==> config.mk <==
export PLATFORM = sky130hd
export DESIGN_NAME = fpec_ctrl
export DESIGN_NICKNAME = d
export VERILOG_FILES = /design/src/design/fpec_pkg.sv /design/src/design/fpec_timer.sv /design/src/design/fpec_ctrl.sv
export SDC_FILE = /design/constraint.sdc
export NUM_CORES = 1
export LEC_CHECK = 0
export BUFFER_PORTS_ARGS = -buffer_cell sky130_fd_sc_hd__buf_2
export CAP_MARGIN = 10
export CORE_MARGIN = 1.5
export CORE_UTILIZATION = 45
export CTS_BUF_LIST = sky130_fd_sc_hd__clkbuf_8
export DETAILED_ROUTE_END_ITERATION = 12
export PLACE_DENSITY = 0.77
export SYNTH_ARGS = -nofsm -noshare
export SYNTH_HDL_FRONTEND = slang
export SYNTH_HIERARCHICAL = 1
export SYNTH_SLANG_ARGS = --single-unit
==> constraint.sdc <==
create_clock -name core_clk_i -period 3.3 [get_ports core_clk_i]
set_input_delay 0.165 -clock core_clk_i [delete_from_list [all_inputs] [get_ports core_clk_i]]
set_output_delay 0.165 -clock core_clk_i [all_outputs]
set_load 0.1 [all_outputs]
==> src/design/fpec_pkg.sv <==
/*
 Constants shared by the flash program/erase controller.
 Assumes a 25 MHz system clock and an 8-bit register write path.
*/
package fpec_pkg;
  localparam logic [7:0] FPEC_UNLOCK_KEY1 = 8'h73;
  localparam logic [7:0] FPEC_UNLOCK_KEY2 = 8'h8c;
  localparam logic [7:0] FPEC_CMD_PAGE_ERASE = 8'h95;
  localparam logic [7:0] FPEC_CMD_MASS_ERASE = 8'h63;
  localparam logic [7:0] FPEC_CMD_LOCK = 8'h00;
  localparam int FPEC_ADDR_W = 16;
  localparam int FPEC_PAGE_LSB = 9;
  localparam int FPEC_PAGE_W = 7;
  localparam int FPEC_SECT_N = 8;
  localparam int FPEC_SECT_LSB = 4;
  localparam int FPEC_CLK_MHZ = 25;
  localparam int FPEC_PROG_NS = 40000;
  localparam int FPEC_PAGE_ERASE_NS = 400000;
  localparam int FPEC_MASS_ERASE_NS = 4000000;
  localparam int FPEC_PROG_CYC = FPEC_PROG_NS * FPEC_CLK_MHZ / 1000;
  localparam int FPEC_PAGE_ERASE_CYC = FPEC_PAGE_ERASE_NS * FPEC_CLK_MHZ / 1000;
  localparam int FPEC_MASS_ERASE_CYC = FPEC_MASS_ERASE_NS * FPEC_CLK_MHZ / 1000;
  localparam int FPEC_CNT_W = 24;
  localparam logic [FPEC_PAGE_W-1:0] FPEC_PAGE_RST = 7'h00;
  localparam logic [FPEC_SECT_N-1:0] FPEC_SECT_RST = 8'h00;
  typedef enum logic [1:0] {
    FPEC_LK_LOCKED = 2'b00,
    FPEC_LK_KEY1 = 2'b01,
    FPEC_LK_KEY2 = 2'b10,
    FPEC_LK_OPEN = 2'b11
  } fpec_lock_e;
  typedef enum logic [1:0] {
    FPEC_OP_IDLE = 2'b00,
    FPEC_OP_PROG = 2'b01,
    FPEC_OP_PERASE = 2'b10,
    FPEC_OP_MERASE = 2'b11
  } fpec_op_e;
endpackage

==> src/design/fpec_timer.sv <==
/*
 Operation timer: counts a loaded number of cycles and pulses when done.
 Assumes a load only while idle.
*/
`timescale 1ns/1ps
module fpec_timer
  import fpec_pkg::*;
(
  input wire logic core_clk_i,
  input wire logic reset_i,
  input wire logic load_i,
  input wire logic [FPEC_CNT_W-1:0] count_i,
  output logic busy_o,
  output logic done_o
);
  logic [FPEC_CNT_W-1:0] cnt_reg;

  always_ff @(posedge core_clk_i) begin
    if (reset_i) begin
      cnt_reg <= '0;
      busy_o <= 1'b0;
      done_o <= 1'b0;
    end else begin
      done_o <= 1'b0;
      if (load_i && !busy_o) begin
        cnt_reg <= count_i;
        busy_o <= 1'b1;
      end else if (busy_o) begin
        if (cnt_reg <= 24'h000001) begin
          busy_o <= 1'b0;
          done_o <= 1'b1;
        end else begin
          cnt_reg <= cnt_reg - 24'h000001;
        end
      end
    end
  end
endmodule

==> src/design/fpec_ctrl.sv <==
/*
 Flash program/erase controller: unlock sequencing, protection checks,
 and program / page erase / mass erase control toward the flash array.
 Assumes register writes arrive as one-cycle strobes from core logic.
*/
// Notes on behaviour
// - Byte program, page erase and mass erase each run a timed array sequence.
// - Operations are refused by page lock, sector protect or write protect.
// - Nothing is programmed or erased while the controller is locked.
// - When unlocked, command writes start a page erase, or a mass erase under debug access.
// - Page erase acts only on the page held in the page register.
// - One unlock opens one page; outside debug access a new page needs a new unlock.
// - Debugger access ignores the write-protect option.
// - Debugger access ignores sector protection for program and erase.
// - Debugger access may program bytes outside the selected page.
// - Debugger access may clear sector protect bits as well as set them.
// - Debugger access unlocks without the second page write.
// - Debugger access may rewrite the page register while unlocked.
// - Debugger access accepts the mass erase command.
`timescale 1ns/1ps
module fpec_ctrl
  import fpec_pkg::*;
(
  input wire logic core_clk_i,
  input wire logic reset_i,
  input wire logic debug_i,
  input wire logic wr_protect_i,
  input wire logic cmd_wr_i,
  input wire logic [7:0] cmd_data_i,
  input wire logic page_wr_i,
  input wire logic [FPEC_PAGE_W-1:0] page_data_i,
  input wire logic sect_wr_i,
  input wire logic [FPEC_SECT_N-1:0] sect_data_i,
  input wire logic prog_req_i,
  input wire logic [FPEC_ADDR_W-1:0] prog_addr_i,
  input wire logic [7:0] prog_data_i,
  output logic unlocked_o,
  output logic busy_o,
  output logic refused_o,
  output logic [FPEC_PAGE_W-1:0] page_sel_o,
  output logic [FPEC_SECT_N-1:0] sect_prot_o,
  output logic flash_prog_o,
  output logic flash_page_erase_o,
  output logic flash_mass_erase_o,
  output logic [FPEC_ADDR_W-1:0] flash_addr_o,
  output logic [7:0] flash_data_o
);
  fpec_lock_e lock_reg;
  fpec_op_e op_reg;
  logic [FPEC_PAGE_W-1:0] page_reg;
  logic [FPEC_SECT_N-1:0] sect_reg;
  logic load;
  logic [FPEC_CNT_W-1:0] load_cnt;
  logic tmr_busy;
  logic tmr_done;
  logic prog_page_ok;
  logic prog_sect_ok;
  logic page_sect_ok;
  logic wp_ok;
  logic start_prog;
  logic start_perase;
  logic start_merase;
  logic idle;
  logic key2_seen_reg;
  logic confirm_ok;
  logic [FPEC_CNT_W-1:0] prog_len_reg;

  assign idle = (op_reg == FPEC_OP_IDLE);
  assign confirm_ok = page_wr_i && (lock_reg == FPEC_LK_KEY2) && key2_seen_reg &&
    (page_data_i == page_reg);
  assign wp_ok = debug_i || !wr_protect_i;
  assign prog_sect_ok = debug_i ||
    !sect_reg[prog_addr_i[FPEC_ADDR_W-1 -: 3]];
  assign page_sect_ok = debug_i || !sect_reg[page_reg[FPEC_PAGE_W-1 -: 3]];
  assign prog_page_ok = debug_i ||
    (prog_addr_i[FPEC_ADDR_W-1:FPEC_PAGE_LSB] == page_reg);
  assign start_prog = prog_req_i && idle && (lock_reg == FPEC_LK_OPEN) &&
    wp_ok && prog_sect_ok && prog_page_ok;
  assign start_perase = cmd_wr_i && idle && (lock_reg == FPEC_LK_OPEN) &&
    (cmd_data_i == FPEC_CMD_PAGE_ERASE) && wp_ok && page_sect_ok;
  assign start_merase = cmd_wr_i && idle && (lock_reg == FPEC_LK_OPEN) &&
    (cmd_data_i == FPEC_CMD_MASS_ERASE) && debug_i;
  assign load = start_prog || start_perase || start_merase;

  always_comb begin
    load_cnt = FPEC_PROG_CYC[FPEC_CNT_W-1:0];
    if (start_perase) begin
      load_cnt = FPEC_PAGE_ERASE_CYC[FPEC_CNT_W-1:0];
    end else if (start_merase) begin
      load_cnt = FPEC_MASS_ERASE_CYC[FPEC_CNT_W-1:0];
    end
  end

  fpec_timer u_timer (
    .core_clk_i(core_clk_i),
    .reset_i(reset_i),
    .load_i(load),
    .count_i(load_cnt),
    .busy_o(tmr_busy),
    .done_o(tmr_done)
  );

  always_ff @(posedge core_clk_i) begin
    if (reset_i) begin
      lock_reg <= FPEC_LK_LOCKED;
    end else if (cmd_wr_i && idle) begin
      case (lock_reg)
        FPEC_LK_LOCKED: begin
          lock_reg <= FPEC_LK_LOCKED;
        end
        FPEC_LK_KEY1: begin
          if (cmd_data_i == FPEC_UNLOCK_KEY1) begin
            lock_reg <= FPEC_LK_KEY2;
          end else begin
            lock_reg <= FPEC_LK_LOCKED;
          end
        end
        FPEC_LK_KEY2: begin
          // A repeated second key is out of order
          if (cmd_data_i == FPEC_UNLOCK_KEY2 && !key2_seen_reg) begin
            lock_reg <= debug_i ? FPEC_LK_OPEN : FPEC_LK_KEY2;
          end else begin
            lock_reg <= FPEC_LK_LOCKED;
          end
        end
        FPEC_LK_OPEN: begin
          if (cmd_data_i != FPEC_CMD_PAGE_ERASE && cmd_data_i != FPEC_CMD_MASS_ERASE) begin
            lock_reg <= FPEC_LK_LOCKED;
          end
        end
        default: begin
          lock_reg <= FPEC_LK_LOCKED;
        end
      endcase
    end else if (page_wr_i) begin
      case (lock_reg)
        FPEC_LK_LOCKED: begin
          lock_reg <= FPEC_LK_KEY1;
        end
        FPEC_LK_KEY2: begin
          // Both keys first, then the same page, or back to locked
          if (confirm_ok) begin
            lock_reg <= FPEC_LK_OPEN;
          end else begin
            lock_reg <= FPEC_LK_LOCKED;
          end
        end
        FPEC_LK_OPEN: begin
          if (!debug_i) begin
            lock_reg <= FPEC_LK_LOCKED;
          end
        end
        default: begin
          lock_reg <= FPEC_LK_KEY1;
        end
      endcase
    end
  end

  // Second key seen: held until the next command or page write, so the confirm may come later
  always_ff @(posedge core_clk_i) begin
    if (reset_i) begin
      key2_seen_reg <= 1'b0;
    end else if (cmd_wr_i && idle) begin
      key2_seen_reg <= (lock_reg == FPEC_LK_KEY2) && !key2_seen_reg &&
        (cmd_data_i == FPEC_UNLOCK_KEY2) && !debug_i;
    end else if (page_wr_i) begin
      key2_seen_reg <= 1'b0;
    end
  end

  always_ff @(posedge core_clk_i) begin
    if (reset_i) begin
      page_reg <= FPEC_PAGE_RST;
    end else if (page_wr_i && idle && (lock_reg != FPEC_LK_OPEN || debug_i)) begin
      page_reg <= page_data_i;
    end
  end

  always_ff @(posedge core_clk_i) begin
    if (reset_i) begin
      sect_reg <= FPEC_SECT_RST;
    end else if (sect_wr_i) begin
      sect_reg <= debug_i ? sect_data_i : (sect_reg | sect_data_i);
    end
  end

  always_ff @(posedge core_clk_i) begin
    if (reset_i) begin
      op_reg <= FPEC_OP_IDLE;
      flash_addr_o <= '0;
      flash_data_o <= 8'h00;
    end else if (load) begin
      if (start_prog) begin
        op_reg <= FPEC_OP_PROG;
        flash_addr_o <= prog_addr_i;
        flash_data_o <= prog_data_i;
      end else if (start_perase) begin
        op_reg <= FPEC_OP_PERASE;
        flash_addr_o <= {page_reg, {FPEC_PAGE_LSB{1'b0}}};
      end else begin
        op_reg <= FPEC_OP_MERASE;
        flash_addr_o <= '0;
      end
    end else if (tmr_done) begin
      op_reg <= FPEC_OP_IDLE;
    end
  end

  always_ff @(posedge core_clk_i) begin
    if (reset_i) begin
      flash_prog_o <= 1'b0;
      flash_page_erase_o <= 1'b0;
      flash_mass_erase_o <= 1'b0;
      busy_o <= 1'b0;
      refused_o <= 1'b0;
      unlocked_o <= 1'b0;
      page_sel_o <= FPEC_PAGE_RST;
      sect_prot_o <= FPEC_SECT_RST;
    end else begin
      flash_prog_o <= (op_reg == FPEC_OP_PROG) && tmr_busy;
      flash_page_erase_o <= (op_reg == FPEC_OP_PERASE) && tmr_busy;
      flash_mass_erase_o <= (op_reg == FPEC_OP_MERASE) && tmr_busy;
      busy_o <= !idle;
      refused_o <= prog_req_i && !start_prog;
      unlocked_o <= (lock_reg == FPEC_LK_OPEN);
      page_sel_o <= page_reg;
      sect_prot_o <= sect_reg;
    end
  end

  // Strobe length count, kept only for the length check below
  always_ff @(posedge core_clk_i) begin
    if (reset_i) begin
      prog_len_reg <= '0;
    end else if (flash_prog_o) begin
      prog_len_reg <= prog_len_reg + 24'h000001;
    end else begin
      prog_len_reg <= '0;
    end
  end

  a_locked_no_prog: assert property (@(posedge core_clk_i) disable iff (reset_i)
    idle && lock_reg != FPEC_LK_OPEN |=> idle)
    else $error("Operation started while locked");
  a_refuse_locked: assert property (@(posedge core_clk_i) disable iff (reset_i)
    prog_req_i && lock_reg != FPEC_LK_OPEN |=> refused_o)
    else $error("Locked program not refused");
  a_confirm_opens: assert property (@(posedge core_clk_i) disable iff (reset_i)
    confirm_ok && !cmd_wr_i |-> ##2 unlocked_o)
    else $error("Confirming page write did not unlock");
  a_mass_needs_dbg: assert property (@(posedge core_clk_i) disable iff (reset_i)
    $rose(flash_mass_erase_o) |-> $past(debug_i, 2))
    else $error("Mass erase outside debug");
  a_sect_set_only: assert property (@(posedge core_clk_i) disable iff (reset_i)
    !debug_i && sect_wr_i |=> ((sect_reg & $past(sect_reg)) == $past(sect_reg)))
    else $error("Sector bit cleared outside debug");
  a_page_erase_addr: assert property (@(posedge core_clk_i) disable iff (reset_i)
    start_perase |=> flash_addr_o[FPEC_ADDR_W-1:FPEC_PAGE_LSB] == $past(page_reg))
    else $error("Page erase on wrong page");
  a_prog_in_page: assert property (@(posedge core_clk_i) disable iff (reset_i)
    $rose(flash_prog_o) && !$past(debug_i, 2)
    |-> flash_addr_o[FPEC_ADDR_W-1:FPEC_PAGE_LSB] == $past(page_reg, 2))
    else $error("Program outside page");
  a_wp_blocks: assert property (@(posedge core_clk_i) disable iff (reset_i)
    wr_protect_i && !debug_i && idle |=> idle)
    else $error("Write protect bypassed");
  a_bad_key_locks: assert property (@(posedge core_clk_i) disable iff (reset_i)
    cmd_wr_i && idle && lock_reg == FPEC_LK_KEY1 && cmd_data_i != FPEC_UNLOCK_KEY1
    |=> lock_reg == FPEC_LK_LOCKED)
    else $error("Wrong key did not relock");
  a_new_page_locks: assert property (@(posedge core_clk_i) disable iff (reset_i)
    page_wr_i && !cmd_wr_i && !debug_i && lock_reg == FPEC_LK_OPEN
    |=> lock_reg == FPEC_LK_LOCKED)
    else $error("Second page opened without unlock");
  a_prog_strobe: assert property (@(posedge core_clk_i) disable iff (reset_i)
    start_prog |-> ##2 flash_prog_o)
    else $error("Program strobe missing");
  a_prog_length: assert property (@(posedge core_clk_i) disable iff (reset_i)
    $fell(flash_prog_o) && !$past(reset_i) |-> prog_len_reg == FPEC_PROG_CYC[FPEC_CNT_W-1:0])
    else $error("Program strobe length wrong");
  c_prog: cover property (@(posedge core_clk_i) start_prog);
  c_perase: cover property (@(posedge core_clk_i) start_perase);
  c_merase: cover property (@(posedge core_clk_i) start_merase);
  c_confirm: cover property (@(posedge core_clk_i) confirm_ok);
  c_refused: cover property (@(posedge core_clk_i) refused_o);
endmodule

# Word level (Yosys, flattened, before mapping)
# Index checks and enable logic that the tools add are counted.
[word_totals]
register_bits = 91
input_bits = 55
out_inout_bits = 45
wordCells = 125
[classes]
add_sub_neg = 1
n_lt_le_gt_ge = 3
n_eq_ne = 18
n_mux = 32
bitwise = 2
reduce_logical = 51
[ops]
columns = ["cell", "n"]
rows = [
  ["2-to-1 mux 24 bit", 3],
  ["2-to-1 mux 17 bit", 2],
  ["2-to-1 mux 16 bit", 2],
  ["logical AND 1 bit", 27],
  ["<= comparator 24 x 1 -> 1 bit, second input constant", 1],
  ["subtractor 24 x 1 -> 24 bit, second input constant", 1],
  ["2-to-1 mux 2 bit", 10],
  ["equality test 8 x 7 -> 1 bit, second input constant", 2],
  ["equality test 8 bit, second input constant", 2],
  ["equality test 7 bit", 2],
  ["2-to-1 mux 1 bit", 10],
  ["equality test 2 bit, second input constant", 4],
  ["zero test 1 bit", 8],
  ["< comparator 3 x 4 -> 1 bit, second input constant", 2],
  ["2-to-1 mux 8 bit", 1],
  ["inequality test 8 x 7 -> 1 bit, second input constant", 1],
  ["inequality test 8 bit, second input constant", 1],
  ["OR 8 bit", 1],
  ["one-hot mux 2 bit (4 select lines)", 1],
  ["logical OR 1 bit", 7],
  ["binary-select mux 1 bit (select 3 bit)", 2],
  ["inequality test 3 bit, second input constant", 2],
  ["nonzero test 2 bit", 3],
  ["equality test 2 x 1 -> 1 bit, second input constant", 2],
  ["8 further kinds", 10],
]

# Logic depth before layout (Yosys ltp)
[depth]
depth_word = 11
mapped_depth = 15
depth_no_buf = 10

# Modules after synthesis
# The synthesis kept the hierarchy.
[by_module_without_submodules]
columns = ["mod", "instances", "cells_per_inst", "area_each_um2", "seq_area_each_um2"]
rows = [
  ["fpec_ctrl", 1, 304, 2892.8, 1301.2],
  ["fpec_timer", 1, 189, 1622.8, 520.5],
]

# Worst setup path after synthesis
# OpenSTA, ideal clock, no wires.
[synth_path]
path_kind = "register to register"
start = "register page_reg[5]"
end = "register u_timer.cnt_reg[10]"
setup_time_ns = 0.070
arrival_ns = 2.519
setup_slack_ns = 0.711
stages_incl_launch_ff = 16
n_path_buf = 5
period_less_slack_ns = 2.589
path_cell_list = "dfxtp_1 > clkbuf_2 > xor2_1 > nor4_1 > a41o_1 > buf_4 > nand2_1 > buf_6 > nand2_1 > nor2b_1 > clkbuf_1 > clkbuf_1 > nand2_1 > o31ai_1 > nand2_1 > a21oi_1"
[synth_between]
elab_chain_len = 10
elab_cells_between_ends = 16
cone_classes = "eq/ne (2); mux (4); reduce/logical (10)"
[synth_rtl]
columns = ["element", "line_no", "rtl"]
rows = [
  ["start, declared", "fpec_ctrl.sv:50", "logic [FPEC_PAGE_W-1:0] page_reg;"],
  ["start signal, assigned", "fpec_ctrl.sv:176", "page_reg <= page_data_i;"],
  ["binary-select mux 1 bit (select 3 bit)", "fpec_ctrl.sv:74", "assign page_sect_ok = debug_i || !sect_reg[page_reg[FPEC_PAGE_W-1 -: 3]];"],
  ["2-to-1 mux 1 bit (implied by the code)", "fpec_ctrl.sv:74", ""],
  ["zero test 1 bit", "fpec_ctrl.sv:74", ""],
  ["logical OR 1 bit", "fpec_ctrl.sv:74", ""],
  ["logical AND 1 bit", "fpec_ctrl.sv:80", "(cmd_data_i == FPEC_CMD_PAGE_ERASE) && wp_ok && page_sect_ok;"],
  ["logical OR 1 bit * (2 in a row)", "fpec_ctrl.sv:83", "assign load = start_prog || start_perase || start_merase;"],
  ["net load", "fpec_ctrl.sv:52", "logic load;"],
  ["logical AND 1 bit *", "fpec_timer.sv:25", "if (load_i && !busy_o) begin"],
  ["inequality test 2 x 1 -> 1 bit (no source line) or nonzero test 2 bit (tied branches)", "n/a", ""],
  ["AND reduction 2 bit (no source line)", "n/a", ""],
  ["end signal, assigned", "fpec_timer.sv:26", "cnt_reg <= count_i;"],
  ["end signal, assigned", "fpec_timer.sv:33", "cnt_reg <= cnt_reg - 24'h000001;"],
  ["end, declared", "fpec_timer.sv:16", "logic [FPEC_CNT_W-1:0] cnt_reg;"],
]
# Mark *: on every way through the listed nets, which the timed path passes. The rest lies on a longest branch. The select of a mux whose other input is x is not followed.
# A chain may end at the register's enable or synchronous reset.

# Worst setup path after layout
[layout_path]
start = "register page_reg[6]"
end = "register u_timer.cnt_reg[9]"
# Same word-level chain as after synthesis.

==> metrics.txt <==
Final Setup Violations 0; CTS clk-pin slew, worst paths about 0.10 ns; Final Wtd Congestion between 0.8 and 0.9; antenna violations before repair 0; Post-Route WL 11600 um; die span in x between 100 and 150 um; post-synthesis mux area share 0.0416; post-synthesis adder-cell area fraction 0.0139; Async S/R FF share, synth 0; H-Tree Level Count 3; post_cts resized 0; Hold Buf Count CTS 0; Worst Skew 0.00855 ns; Clock Sinks between 90 and 100; CP max FO 11; initial drt markers 209; number of flip-flops in the largest register 24; Post-Place Worst Slack just under 0.6 ns; CP Capture Type flip-flop; via count between 4000 and 5000; r2r endpoint u_timer/cnt_reg[9]; max capacitance violation total 0; M1 wire length 5180 um; Avg Vias per Cell 5.76; remaining global-route overflow 0; clock buffer depth 2; crit path launch type flip-flop; Worst IR Drop VDD approximately 0.00023 V; status finished, final reports clean; Max Fclk 0.348 GHz; clock root buffer clkbuf_8; pin count of the biggest net entering global routing 37; FF-to-FF Start page_reg[6]; number of hold violations in the final report 0; first-pass detailed-route iteration total 5; Final Max Slew Viols 0; CP Cell Sequence xor2_1 -> nor4_2 -> a41o_1 -> nand2_1 -> nand2_1 -> nor2b_1 -> buf_4 -> mux2i_1 -> nor3_1 -> a21oi_1 -> o32ai_1; Worst-Margin Slew 1.10 ns; Slowest-stage cell, CP dfxtp_1; largest family of logic cells by synthesized area simple AND/OR/NAND/NOR gates; reg2reg path depth 11; synth warn 6; synthesized area per cell 9.16 um2; Cells after Synth 493; post-route cell area 5290 um2; WL met3 approximately 680 um; register bit total from synthesis 91; WL met2 5610 um; EDFF count, synth 0; DIE AREA 10600 um2; Std-Cell Rows 36; Worst Hold Margin 0.0438 ns; drt drc 0; Total GRT Usage 0.218; Wirelength per Cell 15.9 um; crit path time final 2.87 ns; core area just under 10000 um2; R2R setup slack 0.43 ns; Area Growth Syn to Fin 17.2%; post-CTS setup buffer count 0; Worst EP required ~3.6 ns; CP Capture Point u_timer/cnt_reg[9]; Worst EP arrival 3.13 ns; Cell Area, Placed 5080 um2; count of cell types in the netlist 73; post-route ant nets 0; vias in the first global route about 3900; Die Ht 103 um; Tcrit/Tclk final 0.870; post-synthesis compound-gate area fraction 0.203; post-DP HPWL between 8000 and 9000 um; CTS tree done; top_reg_cell synth dfxtp_1; Crit path largest cell delay 0.58 ns; unrepaired setup endpoints after global routing false; Final TNS setup 0 ns; post-synthesis xor/xnor area fraction 0.0272; first-pass GRT wire length around 18000 um; HP Class input port to flip-flop; Synth Cell Area 4520 um2; Worst slew margin 0.266; share of cells above drive strength 1 0.254; Lkg Pwr roughly 2.1 nW; most frequent cells in the layout buf_2, dfxtp_1, nor2_1; most frequent CP cell nand2_1; Setup WS post-layout 0.430 ns; starting density of the core 0.462; critical path class flip-flop to flip-flop; TritonCTS Buffers 9; Top Metal Used met4; Synth Area in Simple Gates 0.250; leading cell type in the layout, fill and taps excluded buf_2; CP startpoint page_reg[6]; Clk Latency, worst-skew pair ~0.36 ns; IO Port Bufs 99; nets 650; sequential cell area fraction in the yosys report 0.403; power per cell area 426 nW/um2; Ports 100
-- cell type report --
cell class / instances / area (um2)
clock buffer: 10 / 138
tap: 133 / 166
sequential: 91 / 1820
antenna: 1 / 2.50
timing repair buffer: 108 / 563
inverter: 14 / 52.6
multi-input combinational: 366 / 2470
clock inverter: 6 / 72.6
fill: 890 / 4480
-- through the flow --
stage / power [W] / cells / util
detailed placement: 0.00147 / 712 / 0.519
global route: 0.00233 / 728 / 0.541
finish: 0.00225 / 729 / 0.541
floorplan: 0.00139 / 505 / -
global placement: 0.00147 / 712 / 0.519
CTS: 0.00227 / 728 / 0.541
-- worst min-delay path by stage --
stage / startpoint / endpoint / cells past startpoint
final: prog_addr_i[5] / flash_addr_o[5] / 3
after global routing: prog_addr_i[2] / flash_addr_o[2] / 3
after CTS: prog_data_i[0] / flash_data_o[0] / 3
after detailed placement: sect_data_i[6] / sect_reg[6] / 3
after global placement: prog_data_i[3] / flash_data_o[3] / 3
after floorplan: page_data_i[0] / page_reg[0] / 2
-- Yosys cell counts (3+ instances only) --
cell type,number,area share
a211oi_1,3,0.0050
and3_1,5,0.0069
dfxtp_1,91,0.40
xor2_1,7,0.014
nand4bb_1,4,0.010
a31oi_1,6,0.0083
nor4_1,9,0.012
mux4_2,3,0.015
nor4bb_1,4,0.0089
nor2b_1,20,0.028
and4_1,4,0.0078
nand2_1,19,0.016
nor4_2,3,0.0083
nand3_1,24,0.027
o211ai_1,9,0.015
a2111oi_0,3,0.0058
nand4_1,4,0.0055
o31ai_1,11,0.018
o311ai_0,3,0.0058
o21ai_0,16,0.018
o21a_1,3,0.0050
nor3_1,10,0.011
mux2i_1,12,0.027
or4_1,7,0.012
ha_1,5,0.014
xnor2_1,7,0.014
clkbuf_1,13,0.011
a21oi_1,32,0.035
inv_1,13,0.011
buf_2,7,0.0078
a22oi_1,17,0.028
nand2b_1,4,0.0055
or3_1,5,0.0069
nor2_1,45,0.037
buf_6,6,0.015
a311oi_1,14,0.027
-- critical path: cells and delay by family, from the launching register on --
family | cells | cell delay, ns
muxes | 1 | 0.11
AOI/OAI and AO/OA | 3 | 0.50
DFF | 1 | 0.58
and+or+nand+nor | 5 | 1.22
buffers and inverters | 1 | 0.20
xor gates and xnor gates | 1 | 0.15
-- cell families after synthesis --
kind of cell    after synthesis
flops                        91
xor+xnor                     14
mux                          15
compound gates              131
buf+inv                      48
fa+ha+maj                     5
other cells                   2
simple gates                187
-- per-layer routing --
| metal | GRT usage | vias to the layer above |
|---|---|---|
| met5 | 0 | - |
| met3 | 0.0437 | 15 |
| met2 | 0.359 | 149 |
| met1 | 0.290 | 2002 |
| li1 | - | 2033 |
| met4 | 0.0665 | 0 |
-- power breakdown --
| group | leakage, nW | switching (W) | total [W] | internal [W] |
|---|---|---|---|---|
| Clock | 0.109 | 0.000420 | 0.000801 | 0.000380 |
| Sequential | 0.739 | 0.0000257 | 0.00115 | 0.00112 |
| Combinational | 1.30 | 0.000200 | 0.000304 | 0.000104 |
| Total | 2.15 | 0.000646 | 0.00225 | 0.00161 |
Note: power is estimated with default switching activity, not from simulation.
